[src/shared/sahi_pkg.sv]
// shared constants and types of the converter host interface
package sahi_pkg;

    // ==========================================================
    // result format
    localparam int RES_BITS = 12;                  // result width, bit 11 is msb
    localparam int BYTE_BITS = 8;                  // width of the data pin group
    localparam int HIGH_BITS = 4;                  // upper result bits on a high byte read
    localparam logic [11:0] RESULT_RESET = 12'h000; // output latch after reset
    localparam logic [11:0] SAR_FIRST_TRIAL = 12'h800; // msb trial at conversion start
    localparam logic [11:0] MSB_INVERT = 12'h800;  // msb flip for signed range

    // ==========================================================
    // pin positions on the data group in serial mode
    localparam int PIN_SDATA = 7;                  // serial data
    localparam int PIN_SCLK = 6;                   // serial clock out
    localparam int PIN_STROBE = 5;                 // frame strobe
    localparam int LOW_PINS = 5;                   // pins held low in serial mode

    // ==========================================================
    // synchroniser bit positions
    localparam int SYNC_W = 8;
    localparam int S_CS_N = 0;
    localparam int S_RD_N = 1;
    localparam int S_UBS = 2;                      // upper byte select
    localparam int S_IFS = 3;                      // interface select
    localparam int S_SRS = 4;                      // signed range select
    localparam int S_CCLK = 5;                     // conversion clock pin
    localparam int S_CMP = 6;                      // comparator decision
    localparam int S_EXT = 7;                      // external clock select
    localparam logic [7:0] SYNC_RESET = 8'h3b;     // strobes idle high

    // ==========================================================
    // timing
    localparam int CLK_PERIOD_NS = 10;
    localparam int HOLD_DELAY_NS = 25;             // start to hold
    localparam int HOLD_DELAY_CYC = (HOLD_DELAY_NS + CLK_PERIOD_NS - 1) / CLK_PERIOD_NS;
    localparam logic [1:0] HOLD_CNT_INIT = 2'(HOLD_DELAY_CYC);
    localparam int OSC_PERIOD_NS = 1000;           // internal oscillator, 1 mhz nominal
    localparam int OSC_HALF_CYC = OSC_PERIOD_NS / (2 * CLK_PERIOD_NS);
    localparam logic [5:0] OSC_HALF_LAST = 6'(OSC_HALF_CYC - 1);
    localparam int EXT_CLK_MIN_KHZ = 100;          // allowed external clock range
    localparam int EXT_CLK_MAX_KHZ = 1600;
    localparam int START_GUARD_BEFORE_NS = 50;     // quiet time around clock edges
    localparam int START_GUARD_AFTER_NS = 100;
    localparam logic [3:0] DONE_EDGE = 4'hd;       // 13th falling edge ends conversion
    localparam logic [3:0] LAST_DECISION = 4'hc;   // edge that decides bit 0

    // ==========================================================
    // sequencer states
    typedef enum logic [1:0] {ST_IDLE, ST_ARM, ST_CONV, ST_PUSH} sahi_state_t;

endpackage

[src/hdl/sahi_sync.sv]
// two flip-flop synchroniser for a group of pin inputs
`timescale 1ns/1ps
`default_nettype none
module sahi_sync
    import sahi_pkg::*;
(
    input wire logic clk_sys,
    input wire logic rstn,
    input wire logic [sahi_pkg::SYNC_W-1:0] pin_in,
    output logic [sahi_pkg::SYNC_W-1:0] pin_sync
);
    import sahi_pkg::*;
    // ==========================================================
    // state
    typedef struct packed {
        logic [SYNC_W-1:0] meta;   // first stage, read only by the second
        logic [SYNC_W-1:0] safe;   // second stage
    } sahi_sync_t;

    sahi_sync_t st;
    sahi_sync_t next_st;

    // shift each bit through both stages
    always_comb begin
        next_st.meta = pin_in;
        next_st.safe = st.meta;
    end

    // registers with idle reset levels
    always_ff @(posedge clk_sys or negedge rstn) begin
        if (!rstn) begin
            st <= '{meta: SYNC_RESET, safe: SYNC_RESET};
        end else begin
            st <= next_st;
        end
    end

    assign pin_sync = st.safe;
endmodule // sahi_sync
`default_nettype wire

[src/hdl/sahi_buf.sv]
// two-entry result buffer with valid and ready on both sides
`timescale 1ns/1ps
`default_nettype none
module sahi_buf
    import sahi_pkg::*;
#(
    parameter int WIDTH = sahi_pkg::RES_BITS
) (
    input wire logic clk_sys,
    input wire logic rstn,
    input wire logic in_valid,
    output logic in_ready,
    input wire logic [WIDTH-1:0] in_data,
    output logic out_valid,
    input wire logic out_ready,
    output logic [WIDTH-1:0] out_data
);
    import sahi_pkg::*;
    // ==========================================================
    // state
    typedef struct packed {
        logic [1:0][WIDTH-1:0] entry; // storage
        logic wr_ptr;                 // next slot to fill
        logic rd_ptr;                 // oldest slot
        logic [1:0] count;            // words held, 0 to 2
    } sahi_buf_t;

    sahi_buf_t st;
    sahi_buf_t next_st;
    logic push;
    logic pop;

    // honest flags from the word count
    assign in_ready = (st.count != 2'h2);
    assign out_valid = (st.count != 2'h0);
    assign out_data = st.entry[st.rd_ptr];
    assign push = in_valid && in_ready;
    assign pop = out_valid && out_ready;

    // pointer and count update
    always_comb begin
        next_st = st;
        if (push) begin
            next_st.entry[st.wr_ptr] = in_data;
            next_st.wr_ptr = ~st.wr_ptr;
        end
        if (pop) begin
            next_st.rd_ptr = ~st.rd_ptr;
        end
        if (push && !pop) begin
            next_st.count = st.count + 2'h1;
        end else if (pop && !push) begin
            next_st.count = st.count - 2'h1;
        end
    end

    // state register
    always_ff @(posedge clk_sys or negedge rstn) begin
        if (!rstn) begin
            st <= '0;
        end else begin
            st <= next_st;
        end
    end
endmodule // sahi_buf
`default_nettype wire

[src/hdl/sahi_core.sv]
// conversion sequencer, result latch and pin interface of the converter
`timescale 1ns/1ps
`default_nettype none
module sahi_core
    import sahi_pkg::*;
(
    input wire logic clk_sys,
    input wire logic rstn,
    input wire logic cs_n,
    input wire logic rd_n,
    input wire logic upper_byte_select,
    input wire logic interface_select,
    input wire logic signed_range_select,
    input wire logic ext_clock_select,
    input wire logic conv_clk_in,
    input wire logic comparator_high,
    output logic busy_n,
    output logic hold_active,
    output logic [sahi_pkg::RES_BITS-1:0] dac_code,
    output logic [sahi_pkg::BYTE_BITS-1:0] data_out,
    output logic [sahi_pkg::BYTE_BITS-1:0] data_oe
);
    import sahi_pkg::*;

    // ==========================================================
    // state of the whole block
    typedef struct packed {
        sahi_state_t state;                // sequencer state
        logic [3:0] edge_cnt;              // falling edges since start
        logic [RES_BITS-1:0] sar;          // approximation register
        logic [1:0] hold_cnt;              // delay to hold
        logic hold;                        // sample stage in hold
        logic busy_n;                      // busy, active low
        logic [RES_BITS-1:0] latch;        // visible output latch
        logic clk_prev;                    // conversion clock last cycle
        logic start_prev;                  // start combination last cycle
        logic cs_prev;                     // select last cycle
        logic sdata;                       // serial data bit
        logic strobe;                      // frame strobe
        logic ser_begun;                   // serial conversion has begun
        logic [5:0] osc_cnt;               // internal oscillator divider
        logic osc_level;                   // internal oscillator output
        logic [BYTE_BITS-1:0] pins_out;    // data pin levels
        logic [BYTE_BITS-1:0] pins_oe;     // data pin enables
    } sahi_core_t;

    sahi_core_t st;
    sahi_core_t next_st;

    // ==========================================================
    // pin synchronisers
    logic [SYNC_W-1:0] pin_raw;   // raw pin group
    logic [SYNC_W-1:0] pin_s;     // synchronised pin group
    // bit order follows the synchroniser positions of the package

    assign pin_raw = {ext_clock_select, comparator_high, conv_clk_in,
                      signed_range_select, interface_select, upper_byte_select,
                      rd_n, cs_n};

    sahi_sync u_sync (
        .clk_sys(clk_sys),
        .rstn(rstn),
        .pin_in(pin_raw),
        .pin_sync(pin_s)
    );

    // ==========================================================
    // result buffer between sequencer and output latch
    logic buf_in_valid;               // finished result offered
    logic buf_in_ready;               // buffer has room
    logic [RES_BITS-1:0] buf_in_data; // formatted result
    logic buf_out_valid;              // result waiting for the latch
    logic buf_out_ready;              // latch may take it
    logic [RES_BITS-1:0] buf_out_data;

    sahi_buf #(.WIDTH(RES_BITS)) u_buf (
        .clk_sys(clk_sys),
        .rstn(rstn),
        .in_valid(buf_in_valid),
        .in_ready(buf_in_ready),
        .in_data(buf_in_data),
        .out_valid(buf_out_valid),
        .out_ready(buf_out_ready),
        .out_data(buf_out_data)
    );

    // ==========================================================
    // decoded pin conditions
    logic cs_low;        // chip selected
    logic rd_low;        // read strobe active
    logic ubs;           // upper byte select
    logic par_mode;      // parallel interface
    logic conv_level;    // chosen conversion clock
    logic conv_fall;     // falling edge of conversion clock
    logic start_combo;   // select, read and byte select all low
    logic par_start;     // parallel start event
    logic ser_start;     // serial start event
    logic [3:0] cnt_next; // edge count after this edge
    logic [3:0] bit_idx;  // bit being decided
    logic push_now;       // result offered this cycle

    assign cs_low = !pin_s[S_CS_N];
    assign rd_low = !pin_s[S_RD_N];
    assign ubs = pin_s[S_UBS];
    assign par_mode = pin_s[S_IFS];
    // external pin clock when selected, held in range by the outside party; otherwise the internal oscillator
    assign conv_level = pin_s[S_EXT] ? pin_s[S_CCLK] : st.osc_level;
    assign conv_fall = st.clk_prev && !conv_level;
    assign start_combo = cs_low && rd_low && !ubs;
    assign par_start = par_mode && start_combo && !st.start_prev;
    assign ser_start = !par_mode && cs_low && !st.cs_prev;
    assign cnt_next = st.edge_cnt + 4'h1;
    assign bit_idx = LAST_DECISION - cnt_next;
    // the result is offered on the done edge and while it waits for room
    assign push_now = (st.state == ST_PUSH)
                      || (st.state == ST_CONV && conv_fall && cnt_next == DONE_EDGE);

    // signed range flips only the msb; bit 11 stays the msb
    assign buf_in_data = pin_s[S_SRS] ? (st.sar ^ MSB_INVERT) : st.sar;
    assign buf_in_valid = push_now;
    // hold the latch still while an upper byte read is on the bus
    assign buf_out_ready = !(par_mode && cs_low && rd_low && ubs);

    // ==========================================================
    // next state
    always_comb begin
        next_st = st;
        next_st.clk_prev = conv_level;
        next_st.start_prev = start_combo;
        next_st.cs_prev = cs_low;

        // internal oscillator from the system clock
        if (st.osc_cnt == OSC_HALF_LAST) begin
            next_st.osc_cnt = 6'h00;
            next_st.osc_level = !st.osc_level;
        end else begin
            next_st.osc_cnt = st.osc_cnt + 6'h01;
        end

        // delayed entry into hold after a start
        if (st.hold_cnt != 2'h0) begin
            next_st.hold_cnt = st.hold_cnt - 2'h1;
            if (st.hold_cnt == 2'h1) begin
                next_st.hold = 1'b1;
            end
        end

        // a cut frame still converts to the end; only the data enable drops
        // serial frame ends with the select
        if (!cs_low) begin
            next_st.ser_begun = 1'b0;
        end

        case (st.state)
            // waiting for a start, further starts impossible elsewhere
            ST_IDLE: begin
                if (!cs_low && st.hold_cnt == 2'h0) begin
                    next_st.hold = 1'b0;
                end
                if (par_start) begin
                    next_st.busy_n = 1'b0;
                    next_st.hold_cnt = HOLD_CNT_INIT;
                    next_st.edge_cnt = 4'h0;
                    next_st.sar = SAR_FIRST_TRIAL;
                    next_st.state = ST_CONV;
                end else if (ser_start) begin
                    next_st.busy_n = 1'b0;
                    next_st.hold_cnt = HOLD_CNT_INIT;
                    next_st.sar = SAR_FIRST_TRIAL;
                    next_st.state = ST_ARM;
                end
            end
            // serial: conversion begins on the next falling clock edge
            ST_ARM: begin
                if (conv_fall) begin
                    next_st.edge_cnt = 4'h0;
                    next_st.ser_begun = 1'b1;
                    next_st.sdata = 1'b0;
                    next_st.strobe = 1'b1;
                    next_st.state = ST_CONV;
                end
            end
            // one bit decision per falling edge, msb first
            ST_CONV: begin
                if (conv_fall) begin
                    next_st.edge_cnt = cnt_next;
                    next_st.strobe = 1'b0;
                    if (cnt_next <= LAST_DECISION) begin
                        if (!pin_s[S_CMP]) begin
                            next_st.sar[bit_idx] = 1'b0;
                        end
                        if (bit_idx != 4'h0) begin
                            next_st.sar[bit_idx - 4'h1] = 1'b1;
                        end
                        // decided bit goes out at once
                        next_st.sdata = pin_s[S_CMP];
                    end else begin
                        // trailing zeros after the last bit
                        next_st.sdata = 1'b0;
                        // a full buffer keeps busy low until the latch drains it
                        if (buf_in_ready) begin
                            next_st.busy_n = 1'b1;
                            next_st.state = ST_IDLE;
                        end else begin
                            next_st.state = ST_PUSH;
                        end
                    end
                end
            end
            // result waits for room in the buffer
            ST_PUSH: begin
                if (buf_in_ready) begin
                    next_st.busy_n = 1'b1;
                    next_st.state = ST_IDLE;
                end
            end
            default: begin
                next_st.state = ST_IDLE;
            end
        endcase

        // latch takes the new result only once it is complete
        if (buf_out_valid && buf_out_ready) begin
            next_st.latch = buf_out_data;
        end

        // data pin group
        next_st.pins_out = '0;
        next_st.pins_oe = '0;
        if (par_mode) begin
            if (cs_low && rd_low) begin
                next_st.pins_oe = 8'hff;
                if (ubs) begin
                    next_st.pins_out = {{HIGH_BITS{1'b0}}, st.latch[11:8]};
                end else begin
                    next_st.pins_out = st.latch[7:0];
                end
            end
        end else if (cs_low) begin
            next_st.pins_out[PIN_SDATA] = st.sdata;
            next_st.pins_out[PIN_SCLK] = conv_level && (ubs || st.state == ST_CONV);
            next_st.pins_out[PIN_STROBE] = st.strobe;
            next_st.pins_oe[PIN_SDATA] = st.ser_begun;
            next_st.pins_oe[PIN_SCLK] = rd_low;
            next_st.pins_oe[PIN_STROBE] = rd_low;
            next_st.pins_oe[LOW_PINS-1:0] = {LOW_PINS{1'b1}};
        end
    end

    // ==========================================================
    // state register
    always_ff @(posedge clk_sys or negedge rstn) begin
        if (!rstn) begin
            st <= '0;
            st.state <= ST_IDLE;
            st.busy_n <= 1'b1;
            st.latch <= RESULT_RESET;
            st.sar <= SAR_FIRST_TRIAL;
        end else begin
            st <= next_st;
        end
    end

    // ==========================================================
    // outputs, all from flip-flops
    assign busy_n = st.busy_n;
    assign hold_active = st.hold;
    assign dac_code = st.sar;
    assign data_out = st.pins_out;
    assign data_oe = st.pins_oe;
endmodule // sahi_core
`default_nettype wire

[config.mk]
export PLATFORM = sky130hd
export DESIGN_NAME = sahi_core
export DESIGN_NICKNAME = d
export VERILOG_FILES = /design/src/shared/sahi_pkg.sv /design/src/hdl/sahi_sync.sv /design/src/hdl/sahi_buf.sv /design/src/hdl/sahi_core.sv
export SDC_FILE = /design/constraint.sdc
export NUM_CORES = 1
export LEC_CHECK = 0
export ABC_AREA = 1
export BUFFER_PORTS_ARGS = -buffer_cell sky130_fd_sc_hd__buf_2
export CORE_MARGIN = 2
export CORE_UTILIZATION = 45
export DETAILED_ROUTE_END_ITERATION = 16
export GPL_ROUTABILITY_DRIVEN = 0
export PLACE_DENSITY_LB_ADDON = 0.2
export SLEW_MARGIN = 10
export SYNTH_ARGS = -nofsm -noshare
export SYNTH_HDL_FRONTEND = slang
export SYNTH_HIERARCHICAL = 1
export SYNTH_SLANG_ARGS = --single-unit
[constraint.sdc]
create_clock -name clk_sys -period 3 [get_ports clk_sys]
set_clock_uncertainty 0.15 [all_clocks]
set_input_delay 0.3 -clock clk_sys [delete_from_list [all_inputs] [get_ports clk_sys]]
set_output_delay 0.3 -clock clk_sys [all_outputs]
set_load 0.01 [all_outputs]
==> results.toml <==
[run_status]
status = "finished clean"

[layout]
drive_above_1_share = 0.2232
final_common_cell = "nand2_1"
fin_nets = 605
antenna_cells = 0
fill_cells = 1058
most-common-layout-cells = "nand2_1 (182), dfrtp_1 (90), inv_1 (45)"
fin_util = 0.5037
syn_to_final_growth_pct = 8.264

[routing]
postRouteWirelength_um = 9556
ant_nets = 0
drc = 0
firstDrtPassIters = 4
drt_iter0_drc = 258
viasPerCell = 4.854
wl_per_cell_um = 13.14
num_vias = 3529

[logic_synthesis]
syn-cell-area_um2 = 5087
yosysUniqueCellTypes = 38
ys.flop_type = "dfrtp_1"
avgSynthCellArea_um2 = 8.972
synth_cells = 567
synth-async-reset-ratio = 1.000
ys_ff_latch = 102
syn_nets = 590
synthesis.yosys.warnings = 6
ys_seq_area_frac = 0.5047
synth-edff-count = 0

[grt]
grt_first_pass_wirelength_um = 16310
antenna_found_initial = 0
grt.overflow.total = 0
grt_pass1_vias = 3359
grtUsageTotal = 0.1734
grt_max_degree = 62

[timing]
worst_slew_pin_slew_ns = 0.7769
rsz0062_at_grt = "no"
slew_headroom = 0.4821
period_minus_slack_ns = 2.470
fmax_mhz = 404.8
fin_setup_tns_ns = 0
hold_viol = 0
slew_violations = 0
fin_crit_sh = 0.8234
finalSetupViolations = 0

[critical_path]
arrival_ns = 2.55
r2r_slack_ns = 0.53
endpoint_kind = "register"
path_max_fanout = 26
cp_common_cell = "nand2_1"
max_stage_delay_ns = 0.42
reg2reg_from = "st[61]"
crit_family = "simple AND/OR/NAND/NOR gates"
cp_num_buf_inv = 3
worstRegToRegCells = 10
required_ns = 3.08
cpMaxStageDelayCell = "dfrtp_1"
path_class = "reg -> reg"
crit_start = "st[61]"
start_kind = "register"
reg2reg_to = "u_buf/st[10]"
path_cells = "inv_1 > ha_1 > inv_1 > nor2_1 > nand4_1 > nand2_1 > buf_4 > nand3_4 > nand2_1 > nand2_1"

[pwr]
p_seq_frac = 0.431
power_frac_clock = 0.258
sw_frac_of_total = 0.3843
pwr-share-comb = 0.311
p_switching_mw = 1.653
power_density_nw_per_um2 = 781.2
irDropWorstVdd_mv = 0.3204
p_int_mw = 2.649
p_leak_nw = 2.895

[placed_design]
hpwl_um = 6938
port_buffers = 39

[clocking]
cts_tree = "done"
htreeDepth = 3
clk-insertion-delay-late_ns = 0.34
post_cts_resized = 0
postCtsSetupBuffers = 0
clkTransAtPathRegs_ns = 0.07
cts_buffers = 9
clock_path_buffers = 2
clock-root-buffer = "clkbuf_16"
clock-sinks = 102
cts_hold_buffers = 9

[floorplan]
row_count = 38
die_y_um = 110.3
core_area_um2 = 10940
initial_core_util = 0.4652
io-pin-count = 40
die_area_um2 = 12170
die_x_um = 110.3

[min_path]
worstHoldPathCells = 0
hold_path.startpoint = "u_sync/next_st[6]"
worstHoldEndpoint = "u_sync/pin_sync[6]"
min-delay-path-class = "reg -> reg"

[flow_run]
max-cap-violations = 0
## cell usage after synthesis (all sizes together) (8+ instances only)
cell type  count  area share
nand2        215        0.18
dfrtp         90        0.44
inv           51       0.038
buf           45       0.068
nand4         28       0.034
o21ai         26       0.026
nor2          25       0.026
nand3         23       0.032
ha            13       0.032
dfstp         12       0.062
a21oi         11       0.012
mux2           8       0.018
## state kept, by name, indices dropped and copies added, names as in the netlist
name	flops
u_sync/next_st	8
data_oe	3
busy_n	1
data_out	8
hold_active	1
u_sync/pin_sync	8
u_buf/st	28
st	33
dac_code	12
## metrics by stage
stage / cell area (um2) / cells / total power [mW] / setup WS (ns) / hold WS [ns]
3_3_place_gp: 5137 / 702 / 3.184 / 0.6602 / 0.1846
5_1_grt: 5508 / 727 / 4.632 / 0.3121 / 0.2099
2_1_floorplan: 5087 / 567 / 2.980 / 0.6962 / -0.1456
3_5_place_dp: 5137 / 702 / 3.216 / 0.5715 / 0.1910
4_1_cts: 5508 / 727 / 4.354 / 0.5467 / 0.2072
6_report: 5508 / 727 / 4.303 / 0.5298 / 0.2045
## power groups by stage
| stage | clock network (mW) | registers (mW) | logic [mW] |
|---|---|---|---|
| final | 1.11 | 1.85 | 1.34 |
| after global routing | 1.22 | 1.89 | 1.52 |
| after CTS | 1.15 | 1.86 | 1.35 |
| after detailed placement | 0 | 1.88 | 1.33 |
| after global placement | 0 | 1.87 | 1.31 |
| after floorplan | 0 | 1.80 | 1.18 |
## cell type report
class / count / area (um2) / share of cell area
clock inverters: 6 / 51.30 / 0.009314
inverters: 51 / 193.9 / 0.03521
well taps: 140 / 175.2 / 0.03180
flip-flops and latches: 102 / 2567 / 0.4662
repair buffers: 50 / 315.3 / 0.05725
clock buffers: 10 / 229.0 / 0.04157
multi-input cells: 368 / 1976 / 0.3587
## kinds of logic (layout without fill, tap and decap cells)
family	count (synthesis)	after routing	synth area share
simple gates	300	300	0.2846
flops	102	102	0.5047
buf+inv	97	117	0.1070
compound gates	43	43	0.04722
fa+ha+maj	13	13	0.03197
mux	8	8	0.01771
xor+xnor	4	4	0.006888
## per-layer routing
layer  GRT usage  routed length, um  vias up
li1            -                  -     1814
met1      0.2558               4759     1645
met2      0.2572               4351       62
met3     0.03469                338        8
met4     0.05446                106        0
met5           0                  0        -
## worst max path at each step
stage | depth (start not counted) | slack (ns) | end
2_1_floorplan | 15 | 0.70 | u_buf/st[1]
3_3_place_gp | 10 | 0.66 | u_buf/st[9]
3_5_place_dp | 10 | 0.57 | u_buf/st[10]
4_1_cts | 10 | 0.55 | u_buf/st[10]
5_1_grt | 10 | 0.31 | u_buf/st[10]
6_report | 10 | 0.53 | u_buf/st[10]
Note: power is estimated with default switching activity, not from simulation.
